### src/inc/slc_defines.svh
`ifndef SLC_DEFINES_SVH
`define SLC_DEFINES_SVH
// parameter addresses of the communication group
`define SLC_ADDR_PROTO 16'h0384
`define SLC_ADDR_RATE 16'h0385
`define SLC_ADDR_FMT 16'h0386
`define SLC_ADDR_STATION 16'h0387
`define SLC_ADDR_LWDOG 16'h0388
`define SLC_ADDR_KRATE 16'h038A
`define SLC_ADDR_KWDOG 16'h038B
`define SLC_ADDR_CMD 16'h038C
// protocol codes
`define SLC_PROTO_RTU 16'h0000
`define SLC_PROTO_ASCII 16'h0001
`define SLC_PROTO_FB_MAX 16'h0004
// bit rate codes
`define SLC_RATE_OFF 16'h0000
`define SLC_RATE_9600 16'h0004
`define SLC_RATE_MB_MAX 16'h0005
`define SLC_RATE_FB_MIN 16'h0006
`define SLC_RATE_125K 16'h0007
`define SLC_RATE_FB_MAX 16'h0009
// character format codes
`define SLC_FMT_NONE_8_1 16'h0000
`define SLC_FMT_MAX 16'h0003
// station number limits and defaults
`define SLC_STN_MB_MIN 16'h0001
`define SLC_STN_MB_MAX 16'h00F7
`define SLC_STN_FB_MAX 16'h003F
// watchdog modes and limits, timeouts in seconds or tenths
`define SLC_WD_FAULT 2'h2
`define SLC_WD_WARN 2'h1
`define SLC_LWD_MIN 16'h0001
`define SLC_LWD_MAX 16'h003C
`define SLC_LWD_DEF 16'h0005
`define SLC_KWD_MIN 16'h0014
`define SLC_KWD_MAX 16'h0258
`define SLC_KWD_DEF 16'h0014
// keypad rates
`define SLC_KRATE_9600 16'h0000
`define SLC_KRATE_19K2 16'h0001
// fault codes
`define SLC_CODE_LINK_FLT 8'h2A
`define SLC_CODE_LINK_WRN 8'h3A
`define SLC_CODE_KEYPAD 8'h28
// command word bit positions
`define SLC_CW_CMD 0
`define SLC_CW_REF 1
`define SLC_CW_FWD 2
`define SLC_CW_REV 3
`define SLC_CW_REF2 4
`define SLC_CW_PS_LO 5
`define SLC_CW_PS_HI 7
`define SLC_CW_RAMP1 8
`define SLC_CW_RAMP2 9
`define SLC_CW_REMOTE 10
`define SLC_CW_TERM 11
`define SLC_CW_DCB 12
`define SLC_CW_COAST 13
`define SLC_CW_RESET 15
// timing
`define SLC_CLK_HZ 50000000
`define SLC_TENTH_HZ 10
`endif

### src/inc/slc_pkg.sv
package slc_pkg;
  typedef logic [15:0] slc_word_t;
  typedef enum logic [1:0] {
    SLC_WD_IDLE,
    SLC_WD_RUN,
    SLC_WD_EXPIRED
  } slc_wd_e;
endpackage

### src/hw/slc_bank.sv
`timescale 1ns/1ps
// Summary of operation
// - protocol selector offers RTU, ASCII or three fieldbus options, RTU default.
// - choosing a fieldbus protocol pulses option board setup by itself.
// - modbus rates 1200 to 19.2K, default 9600.
// - fieldbus rates 38.4K to 500K only, default 125K.
// - new fieldbus rate stored but never applied, power cycle reloads 9600; Disabled applies at once.
// - rate Disabled switches the serial link off.
// - four character formats, default no parity 8 data 1 stop.
// - under fieldbus the character format is held at default.
// - station 1..247 default 1 modbus; 0..63 default 63 fieldbus.
// - fieldbus station change stored, previous one used until power cycle.
// - link watchdog runs only in Warning or Fault mode.
// - Fault mode with serial control: timeout raises code 42, coast stop, unless keypad code 40 is raised.
// - Warning mode timeout raises code 58 unless keypad code 40 is raised, motor keeps running.
// - keypad rate 9600 or 19200, default 19.2K.
// - keypad watchdog 2.0..60.0 s raises code 40 if reporting required.
// - command bit 0 serial command path, bit 1 serial reference.
// - bit 2 forward, bit 3 reverse, bit 4 second external reference.
// - bits 7..5 preset speed select, bit 5 lowest.
// - bits 8,9 ramps, 12 dc brake, 13 coast, 15 reset, 14 unused.
// - bit 10 remote, bit 11 terminal path, ignored under sequencer.
// - reading the command word returns last value written.
`include "slc_defines.svh"
module slc_bank #(
  parameter int CLK_HZ = `SLC_CLK_HZ, // core clock rate
  parameter int TENTH_CYC = CLK_HZ / `SLC_TENTH_HZ // cycles per 0.1 s
) (
  input wire logic core_clk_in, // core clock
  input wire logic nrst_in, // power-on reset, active low
  input wire logic wr_en_in, // parameter write strobe
  input wire logic rd_en_in, // parameter read strobe
  input wire logic [15:0] addr_in, // parameter address
  input wire logic [15:0] wdata_in, // write data
  input wire logic [1:0] link_wd_mode_in, // 0 off 1 warning 2 fault
  input wire logic kp_fault_req_in, // keypad control needs fault report
  input wire logic seq_app_in, // sequencer application selected
  input wire logic telegram_ok_in, // valid telegram pulse
  input wire logic keypad_ok_in, // keypad answered pulse
  output logic [15:0] rdata_out, // read data
  output logic rd_valid_out, // read data valid pulse
  output logic wr_ack_out, // write accepted pulse
  output logic wr_rej_out, // write refused pulse
  output logic [15:0] proto_out, // protocol in effect
  output logic [15:0] rate_out, // link rate in effect
  output logic [15:0] fmt_out, // character format in effect
  output logic [15:0] station_out, // station in effect
  output logic link_en_out, // serial link on
  output logic opt_setup_out, // option board setup pulse
  output logic [15:0] kp_rate_out, // keypad rate
  output logic [7:0] fault_code_out, // registered fault or warning code, 00 when no cause is active
  output logic coast_stop_out, // coast stop request
  output logic link_warn_out, // link warning active
  output logic serial_cmd_out, // serial command path
  output logic serial_ref_out, // serial reference source
  output logic fwd_out, // forward command
  output logic rev_out, // reverse command
  output logic second_external_speed_reference_out, // second ext ref select
  output logic [2:0] preset_out, // preset speed select
  output logic ramp1_out, // alternate ramp 1
  output logic ramp2_out, // alternate ramp 2
  output logic remote_out, // remote mode
  output logic term_path_out, // terminal strip path
  output logic dc_brake_out, // dc injection braking
  output logic coast_cmd_out, // freewheel stop command
  output logic inv_reset_out // inverter reset command
);
  slc_pkg::slc_word_t proto_reg, rate_reg, fmt_reg, station_reg;
  slc_pkg::slc_word_t lwd_reg, krate_reg, kwd_reg, cmd_reg;
  slc_pkg::slc_word_t rate_live_reg, station_live_reg, rate_next;
  slc_pkg::slc_word_t proto_prev_reg;
  slc_pkg::slc_wd_e lwd_state_reg;
  logic [31:0] lwd_cnt_reg, kwd_cnt_reg, lwd_lim, kwd_lim;
  logic [2:0] tel_sync_reg, kp_sync_reg;
  logic tel_seen, kp_seen, fb, boot_reg, kwd_armed_reg;
  logic accept;

  // fieldbus codes lie above ascii
  function automatic logic is_fb(input slc_pkg::slc_word_t p);
    is_fb = (p > `SLC_PROTO_ASCII);
  endfunction

  // range check of a write against the active protocol
  function automatic logic wr_legal(input logic [15:0] a,
                                    input slc_pkg::slc_word_t d,
                                    input logic f);
    unique case (a)
      `SLC_ADDR_PROTO: wr_legal = (d <= `SLC_PROTO_FB_MAX);
      `SLC_ADDR_RATE: wr_legal = (d == `SLC_RATE_OFF) ||
        (f ? (d >= `SLC_RATE_FB_MIN && d <= `SLC_RATE_FB_MAX)
           : (d <= `SLC_RATE_MB_MAX));
      `SLC_ADDR_FMT: wr_legal = !f && (d <= `SLC_FMT_MAX);
      `SLC_ADDR_STATION: wr_legal = f ? (d <= `SLC_STN_FB_MAX)
        : (d >= `SLC_STN_MB_MIN && d <= `SLC_STN_MB_MAX);
      `SLC_ADDR_LWDOG: wr_legal = (d >= `SLC_LWD_MIN && d <= `SLC_LWD_MAX);
      `SLC_ADDR_KRATE: wr_legal = (d <= `SLC_KRATE_19K2);
      `SLC_ADDR_KWDOG: wr_legal = (d >= `SLC_KWD_MIN && d <= `SLC_KWD_MAX);
      `SLC_ADDR_CMD: wr_legal = 1'b1;
      default: wr_legal = 1'b0;
    endcase
  endfunction

  assign fb = is_fb(proto_reg);
  assign accept = wr_en_in && wr_legal(addr_in, wdata_in, fb);
  assign tel_seen = tel_sync_reg[1] & ~tel_sync_reg[2]; // rise past sync
  assign kp_seen = kp_sync_reg[1] & ~kp_sync_reg[2];
  // seconds and tenths to cycles, kept wide to avoid overflow
  assign lwd_lim = lwd_reg * (TENTH_CYC * `SLC_TENTH_HZ);
  assign kwd_lim = kwd_reg * TENTH_CYC;
  // protocol change picks the default rate of the new family
  assign rate_next = is_fb(wdata_in) ? `SLC_RATE_125K : `SLC_RATE_9600;

  // pulses from the link side pass three flops; stage 0 is read by stage 1
  always_ff @(posedge core_clk_in or negedge nrst_in) begin
    if (!nrst_in) begin
      tel_sync_reg <= 3'h0;
      kp_sync_reg <= 3'h0;
    end else begin
      tel_sync_reg <= {tel_sync_reg[1:0], telegram_ok_in};
      kp_sync_reg <= {kp_sync_reg[1:0], keypad_ok_in};
    end
  end

  // stored settings; a protocol write reloads family defaults
  always_ff @(posedge core_clk_in or negedge nrst_in) begin
    if (!nrst_in) begin
      proto_reg <= `SLC_PROTO_RTU;
      rate_reg <= `SLC_RATE_9600;
      fmt_reg <= `SLC_FMT_NONE_8_1;
      station_reg <= `SLC_STN_MB_MIN;
      lwd_reg <= `SLC_LWD_DEF;
      krate_reg <= `SLC_KRATE_19K2;
      kwd_reg <= `SLC_KWD_DEF;
      cmd_reg <= 16'h0000;
    end else if (accept) begin
      unique case (addr_in)
        `SLC_ADDR_PROTO: begin
          proto_reg <= wdata_in;
          rate_reg <= rate_next;
          fmt_reg <= `SLC_FMT_NONE_8_1;
          station_reg <= is_fb(wdata_in) ? `SLC_STN_FB_MAX
                                         : `SLC_STN_MB_MIN;
        end
        `SLC_ADDR_RATE: rate_reg <= wdata_in;
        `SLC_ADDR_FMT: fmt_reg <= wdata_in;
        `SLC_ADDR_STATION: station_reg <= wdata_in;
        `SLC_ADDR_LWDOG: lwd_reg <= wdata_in;
        `SLC_ADDR_KRATE: krate_reg <= wdata_in;
        `SLC_ADDR_KWDOG: kwd_reg <= wdata_in;
        `SLC_ADDR_CMD: cmd_reg <= wdata_in;
        default: cmd_reg <= cmd_reg;
      endcase
    end
  end

  // values in effect; under fieldbus latched after reset or a protocol
  // switch; rate_out and station_out take the new family's codes one cycle after proto_out
  always_ff @(posedge core_clk_in or negedge nrst_in) begin
    if (!nrst_in) begin
      boot_reg <= 1'b1;
      proto_prev_reg <= `SLC_PROTO_RTU;
      rate_live_reg <= `SLC_RATE_9600;
      station_live_reg <= `SLC_STN_MB_MIN;
    end else begin
      boot_reg <= 1'b0;
      proto_prev_reg <= proto_reg;
      if (boot_reg || !fb || proto_reg != proto_prev_reg) begin
        rate_live_reg <= rate_reg;
        station_live_reg <= station_reg;
      end else if (rate_reg == `SLC_RATE_OFF) begin
        rate_live_reg <= rate_reg;
      end
    end
  end

  // bus answers
  always_ff @(posedge core_clk_in or negedge nrst_in) begin
    if (!nrst_in) begin
      rdata_out <= 16'h0000;
      rd_valid_out <= 1'b0;
      wr_ack_out <= 1'b0;
      wr_rej_out <= 1'b0;
    end else begin
      rd_valid_out <= rd_en_in;
      wr_ack_out <= accept;
      wr_rej_out <= wr_en_in && !accept;
      if (rd_en_in) begin
        unique case (addr_in)
          `SLC_ADDR_PROTO: rdata_out <= proto_reg;
          `SLC_ADDR_RATE: rdata_out <= rate_reg;
          `SLC_ADDR_FMT: rdata_out <= fmt_reg;
          `SLC_ADDR_STATION: rdata_out <= station_reg;
          `SLC_ADDR_LWDOG: rdata_out <= lwd_reg;
          `SLC_ADDR_KRATE: rdata_out <= krate_reg;
          `SLC_ADDR_KWDOG: rdata_out <= kwd_reg;
          `SLC_ADDR_CMD: rdata_out <= cmd_reg;
          default: rdata_out <= 16'h0000;
        endcase
      end
    end
  end

  // configuration outputs; setup pulse on each accepted write of a fieldbus protocol code
  always_ff @(posedge core_clk_in or negedge nrst_in) begin
    if (!nrst_in) begin
      proto_out <= `SLC_PROTO_RTU;
      rate_out <= `SLC_RATE_9600;
      fmt_out <= `SLC_FMT_NONE_8_1;
      station_out <= `SLC_STN_MB_MIN;
      link_en_out <= 1'b0;
      opt_setup_out <= 1'b0;
      kp_rate_out <= `SLC_KRATE_19K2;
    end else begin
      proto_out <= proto_reg;
      rate_out <= rate_live_reg;
      fmt_out <= fmt_reg;
      station_out <= station_live_reg;
      link_en_out <= (rate_live_reg != `SLC_RATE_OFF);
      opt_setup_out <= accept && addr_in == `SLC_ADDR_PROTO &&
                       is_fb(wdata_in);
      kp_rate_out <= krate_reg;
    end
  end

  // link watchdog; count restarts on each telegram so a late one still saves
  always_ff @(posedge core_clk_in or negedge nrst_in) begin
    if (!nrst_in) begin
      lwd_state_reg <= slc_pkg::SLC_WD_IDLE;
      lwd_cnt_reg <= 32'h0;
    end else begin
      unique case (lwd_state_reg)
        slc_pkg::SLC_WD_IDLE: begin
          lwd_cnt_reg <= 32'h0;
          if (link_wd_mode_in == `SLC_WD_WARN ||
              link_wd_mode_in == `SLC_WD_FAULT)
            lwd_state_reg <= slc_pkg::SLC_WD_RUN;
        end
        slc_pkg::SLC_WD_RUN: begin
          if (link_wd_mode_in != `SLC_WD_WARN &&
              link_wd_mode_in != `SLC_WD_FAULT)
            lwd_state_reg <= slc_pkg::SLC_WD_IDLE;
          else if (tel_seen)
            lwd_cnt_reg <= 32'h0;
          else if (lwd_cnt_reg + 32'h1 >= lwd_lim)
            lwd_state_reg <= slc_pkg::SLC_WD_EXPIRED;
          else
            lwd_cnt_reg <= lwd_cnt_reg + 32'h1;
        end
        slc_pkg::SLC_WD_EXPIRED: begin
          lwd_cnt_reg <= 32'h0;
          if (tel_seen || (link_wd_mode_in != `SLC_WD_WARN &&
              link_wd_mode_in != `SLC_WD_FAULT))
            lwd_state_reg <= slc_pkg::SLC_WD_IDLE;
        end
      endcase
    end
  end

  // keypad watchdog
  always_ff @(posedge core_clk_in or negedge nrst_in) begin
    if (!nrst_in) begin
      kwd_cnt_reg <= 32'h0;
      kwd_armed_reg <= 1'b0;
    end else if (kp_seen || !kp_fault_req_in) begin
      kwd_cnt_reg <= 32'h0;
      kwd_armed_reg <= 1'b0;
    end else if (kwd_cnt_reg + 32'h1 >= kwd_lim) begin
      kwd_armed_reg <= 1'b1;
    end else begin
      kwd_cnt_reg <= kwd_cnt_reg + 32'h1;
    end
  end

  // faults: fault 42 needs serial control; warning 58 never stops motor
  always_ff @(posedge core_clk_in or negedge nrst_in) begin
    if (!nrst_in) begin
      fault_code_out <= 8'h00;
      coast_stop_out <= 1'b0;
      link_warn_out <= 1'b0;
    end else begin
      link_warn_out <= 1'b0;
      coast_stop_out <= 1'b0;
      fault_code_out <= 8'h00;
      if (kwd_armed_reg) begin
        fault_code_out <= `SLC_CODE_KEYPAD;
      end else if (lwd_state_reg == slc_pkg::SLC_WD_EXPIRED) begin
        if (link_wd_mode_in == `SLC_WD_FAULT &&
            (cmd_reg[`SLC_CW_CMD] || cmd_reg[`SLC_CW_REF])) begin
          fault_code_out <= `SLC_CODE_LINK_FLT;
          coast_stop_out <= 1'b1;
        end else if (link_wd_mode_in == `SLC_WD_WARN) begin
          fault_code_out <= `SLC_CODE_LINK_WRN;
          link_warn_out <= 1'b1;
        end
      end
    end
  end

  // command word decode; bit 14 left unused
  always_ff @(posedge core_clk_in or negedge nrst_in) begin
    if (!nrst_in) begin
      serial_cmd_out <= 1'b0;
      serial_ref_out <= 1'b0;
      fwd_out <= 1'b0;
      rev_out <= 1'b0;
      second_external_speed_reference_out <= 1'b0;
      preset_out <= 3'h0;
      ramp1_out <= 1'b0;
      ramp2_out <= 1'b0;
      remote_out <= 1'b0;
      term_path_out <= 1'b0;
      dc_brake_out <= 1'b0;
      coast_cmd_out <= 1'b0;
      inv_reset_out <= 1'b0;
    end else begin
      serial_cmd_out <= cmd_reg[`SLC_CW_CMD];
      serial_ref_out <= cmd_reg[`SLC_CW_REF];
      fwd_out <= cmd_reg[`SLC_CW_FWD];
      rev_out <= cmd_reg[`SLC_CW_REV];
      second_external_speed_reference_out <= cmd_reg[`SLC_CW_REF2];
      preset_out <= cmd_reg[`SLC_CW_PS_HI:`SLC_CW_PS_LO];
      ramp1_out <= cmd_reg[`SLC_CW_RAMP1];
      ramp2_out <= cmd_reg[`SLC_CW_RAMP2];
      remote_out <= cmd_reg[`SLC_CW_REMOTE] && !seq_app_in;
      term_path_out <= cmd_reg[`SLC_CW_TERM] && !seq_app_in;
      dc_brake_out <= cmd_reg[`SLC_CW_DCB];
      coast_cmd_out <= cmd_reg[`SLC_CW_COAST];
      inv_reset_out <= cmd_reg[`SLC_CW_RESET];
    end
  end
endmodule // slc_bank

### config.mk
export PLATFORM = sky130hd
export DESIGN_NAME = slc_bank
export DESIGN_NICKNAME = d
export VERILOG_FILES = /design/src/inc/slc_pkg.sv /design/src/hw/slc_bank.sv
export VERILOG_INCLUDE_DIRS = /design/src /design/src/inc
export SDC_FILE = /design/constraint.sdc
export NUM_CORES = 1
export LEC_CHECK = 0
export BUFFER_PORTS_ARGS = -buffer_cell sky130_fd_sc_hd__buf_2
export CORE_AREA = 8 8 254 256
export DETAILED_ROUTE_END_ITERATION = 10
export DIE_AREA = 0 0 262 264
export PLACE_DENSITY = 0.58
export RECOVER_POWER = 100
export SLEW_MARGIN = 10
export SYNTH_ARGS = -nofsm -noshare
export SYNTH_HDL_FRONTEND = slang
export SYNTH_SLANG_ARGS = --single-unit
### constraint.sdc
create_clock -name core_clk_in -period 10.6 [get_ports core_clk_in]
set_input_delay 2.12 -clock core_clk_in [delete_from_list [all_inputs] [get_ports core_clk_in]]
set_output_delay 2.12 -clock core_clk_in [all_outputs]
set_load 0.02 [all_outputs]
==> impl_metrics.tcl <==
set metrics [dict create \
    htree_levels 2 \
    gp_congestion 0.876 \
    synthToLayoutAreaGrowth_pct 12.2 \
    die_w_um 262 \
    cts_resized 0 \
    die_h_um 264 \
    drv_slew 292 \
    min_period_ns 9.05 \
    ys_ff_latch 354 \
    drc 0 \
    ys_types 79 \
    clock.fmax_ghz 0.111 \
    die_area_um2 69200 \
    synthMuxAreaShare_pct 4.15 \
    peakVddDrop_mv 0.0931 \
    final_util_pct 44.1 \
    final-hold-violation-count 0 \
    holdWs_ns 0.349 \
    seq_area_frac_synth_pct 37.1 \
    hold_buffers 0 \
    routed_wl_mm 62.9 \
    clkPwrFrac_pct 49.0 \
    power_frac_seq_pct 44.1 \
    ys.flop_type "dfrtp_1" \
    grt_overflow_total 0 \
    synth_edf_count 0 \
    power.switching_uw 770 \
    async_reset_ff_share_pct 100 \
    cts_buffers 42 \
    via_per_inst 5.19 \
    internal_power_mw 2.35 \
    multi_input_area_um2 13400 \
    wire_per_inst_um 19.3 \
    worstHoldPathType "register to register" \
    critPathRequiredTime_ns 11.04 \
    critPathMaxFanout 49 \
    ctsLongestPathBuffers 3 \
    pwr-share-comb_pct 6.9 \
    violations "max-capacitance violations, max-slew violations" \
    fin_worst_skew_ns 0.0179 \
    period_share_pct 85.3 \
    grt_pass1_vias 17400 \
    grt_max_degree 177 \
    endpoint_kind "register" \
    critPathKind "register to register" \
    nNetsFinal 2859 \
    cap_violations 7 \
    rsz0062_at_grt "no" \
    synth-xor-area-share_pct 5.20 \
    dpl.hpwl_mm 48.7 \
    slew_headroom_pct -259 \
    drtPass1Iterations 6 \
    synthSimpleGateAreaFrac_pct 11.3 \
    setup_viol 0 \
    initial_core_util_pct 39.3 \
    cp-start-kind "register" \
    p_leak_nw 13.4 \
    cp.arrival_ns 9.49 \
    grt_antenna_before_repair 5 \
    rows 91 \
    tightest_slew_ns 5.38 \
    tns_ns 0 \
    netlist_instances 2265 \
    grt_pass1_wl_mm 99.0 \
    cts.sinks 354 \
    synth_fa_ha_area_share_pct 25.5 \
    synth_compound_area_share_pct 9.87 \
    swShare_pct 24.7 \
    cts_setup_buffers 0 \
    clkSlewWorstSetupHoldPaths_ns 0.06 \
    layout.area.seq_um2 8870 \
    yosysWarningCount 0 \
    antenna_left 0 \
    grt_usage_pct 18.2 \
    avgSynthCellArea_um2 10.6 \
    synthesis.area_um2 23900 \
    ioPinCount 168 \
    root_buffer "clkbuf_16" \
    status "complete, but fails checks" \
    fillers 5774 \
    clk_latency_ns 0.57 \
    synth_top_family_by_area "adder cells" \
    powerDensity_nw_per_um2 116 \
    coreArea_um2 60800 \
    drt_iter0_markers 1053 \
    port_buffers 163 \
    tritoncts "done" \
    drive_above_1_share_pct 8.40 \
    via_count 16900 \
]
cells by family (layout without fill, tap and decap cells):
kind of cell	after synthesis	in the layout
AO/OA/AOI/OAI	366	366
XOR/XNOR	142	142
adder cells (fa/ha/maj)	399	399
buffers and inverters	418	601
flip-flops	354	354
multiplexers	92	92
other	1	13
AND/OR/NAND/NOR	493	493
synth_stat cells, types with 9 or more instances:
cell type,number,area [µm²]
and2_1,84,526
nor2b_1,11,68.8
and4_1,9,78.8
buf_4,10,75.1
mux2i_1,37,370
nor2_1,81,304
xor2_1,67,587
or4_1,10,75.1
dfrtp_1,341,8530
a21oi_1,83,415
xnor2_1,75,657
clkbuf_1,51,191
mux2_2,52,586
o21ai_0,104,521
a31oi_1,12,75.1
nand3_1,50,250
o22ai_1,16,100
o21a_1,10,75.1
nand2_1,83,312
or3_1,14,87.6
o31ai_1,20,150
inv_1,345,1290
a21o_1,39,293
nand4_1,41,257
and3_1,22,138
nor3_1,17,85.1
nand2b_1,22,138
a222oi_1,16,160
fa_1,148,2960
ha_1,251,3140
dfstp_2,13,342
nor4_1,19,119
o211ai_1,11,82.6
per-stage QoR:
stage	cell area [µm²]	setup WS, ns	power, mW	instances
2_1_floorplan	23900	3.20	1.53	2269
3_3_place_gp	25600	2.34	1.61	3164
3_5_place_dp	25600	2.22	1.62	3164
4_1_cts	27000	2.15	3.16	3242
5_1_grt	26800	0.798	3.24	3245
6_report	26800	1.55	3.12	3250
area by class of cell:
class	instances	share of cell area (%)
clock inverters	21	1.08
well taps	790	3.68
inverters	346	4.84
flip-flops and latches	354	33.1
diodes	8	0.0746
clock buffers	57	4.42
repair buffers	177	2.85
multi-input cells	1497	50.0
power groups by stage:
stage | registers [mW] | logic (mW) | clock network (mW)
final | 1.37 | 0.215 | 1.53
after global placement | 1.40 | 0.209 | 0
after global routing | 1.37 | 0.239 | 1.62
after CTS | 1.37 | 0.220 | 1.57
after detailed placement | 1.40 | 0.219 | 0
after floorplan | 1.40 | 0.135 | 0
critical path, stage by stage, from the launching register on:
cell and delay (ns):
dfrtp_1 0.50, fa_1 0.76, inv_1 0.09, fa_1 0.50, inv_1 0.06, fa_1 0.53
fa_1 0.44, fa_1 0.54, inv_1 0.05, fa_1 0.52, inv_1 0.04, ha_1 0.35
and2_0 0.20, a31oi_1 0.15, o31ai_1 0.12, nor2_1 0.19, xnor2_1 0.09, ha_1 0.30
nand4_1 0.15, nor4_1 0.48, o21ai_0 0.19, o211ai_1 0.17, o21ai_0 0.20, a31oi_2 0.19
clkbuf_1 1.40, or2_2 0.54, o21ai_0 0.13
placed cells by master, fill, tap and decap left out, drive strengths merged, types with 37 or more instances in the layout:
master,instances
a21oi,83
xor2,67
ha,251
inv,349
nand2,84
fa,148
nand4,41
buf,48
o21ai,112
nor2,81
xnor2,75
clkbuf,186
dfrtp,341
a21o,39
mux2i,37
nand3,52
mux2,55
and2,84
layer usage:
metal	GRT usage, %	share of wire (%)	up-vias
met5	0	0	-
met4	4.73	2.0	0
met3	3.47	5.4	75
met2	29.8	48	368
met1	24.4	44	8473
li1	-	-	7960
worst paths after layout:
check	cells past startpoint	from	to	slack, ns
min reg2reg	0	kp_sync_reg[0]	kp_sync_reg[1]	0.35
max	26	lwd_reg[1]	lwd_cnt_reg[0]	1.55
min in group asynchronous	1	nrst_in	rate_out[5]	3.51
min	0	kp_sync_reg[0]	kp_sync_reg[1]	0.35
max in group asynchronous	2	nrst_in	lwd_cnt_reg[8]	2.97
max reg2reg	26	lwd_reg[1]	lwd_cnt_reg[0]	1.55
No activity file was read; power rests on OpenSTA's default activity.
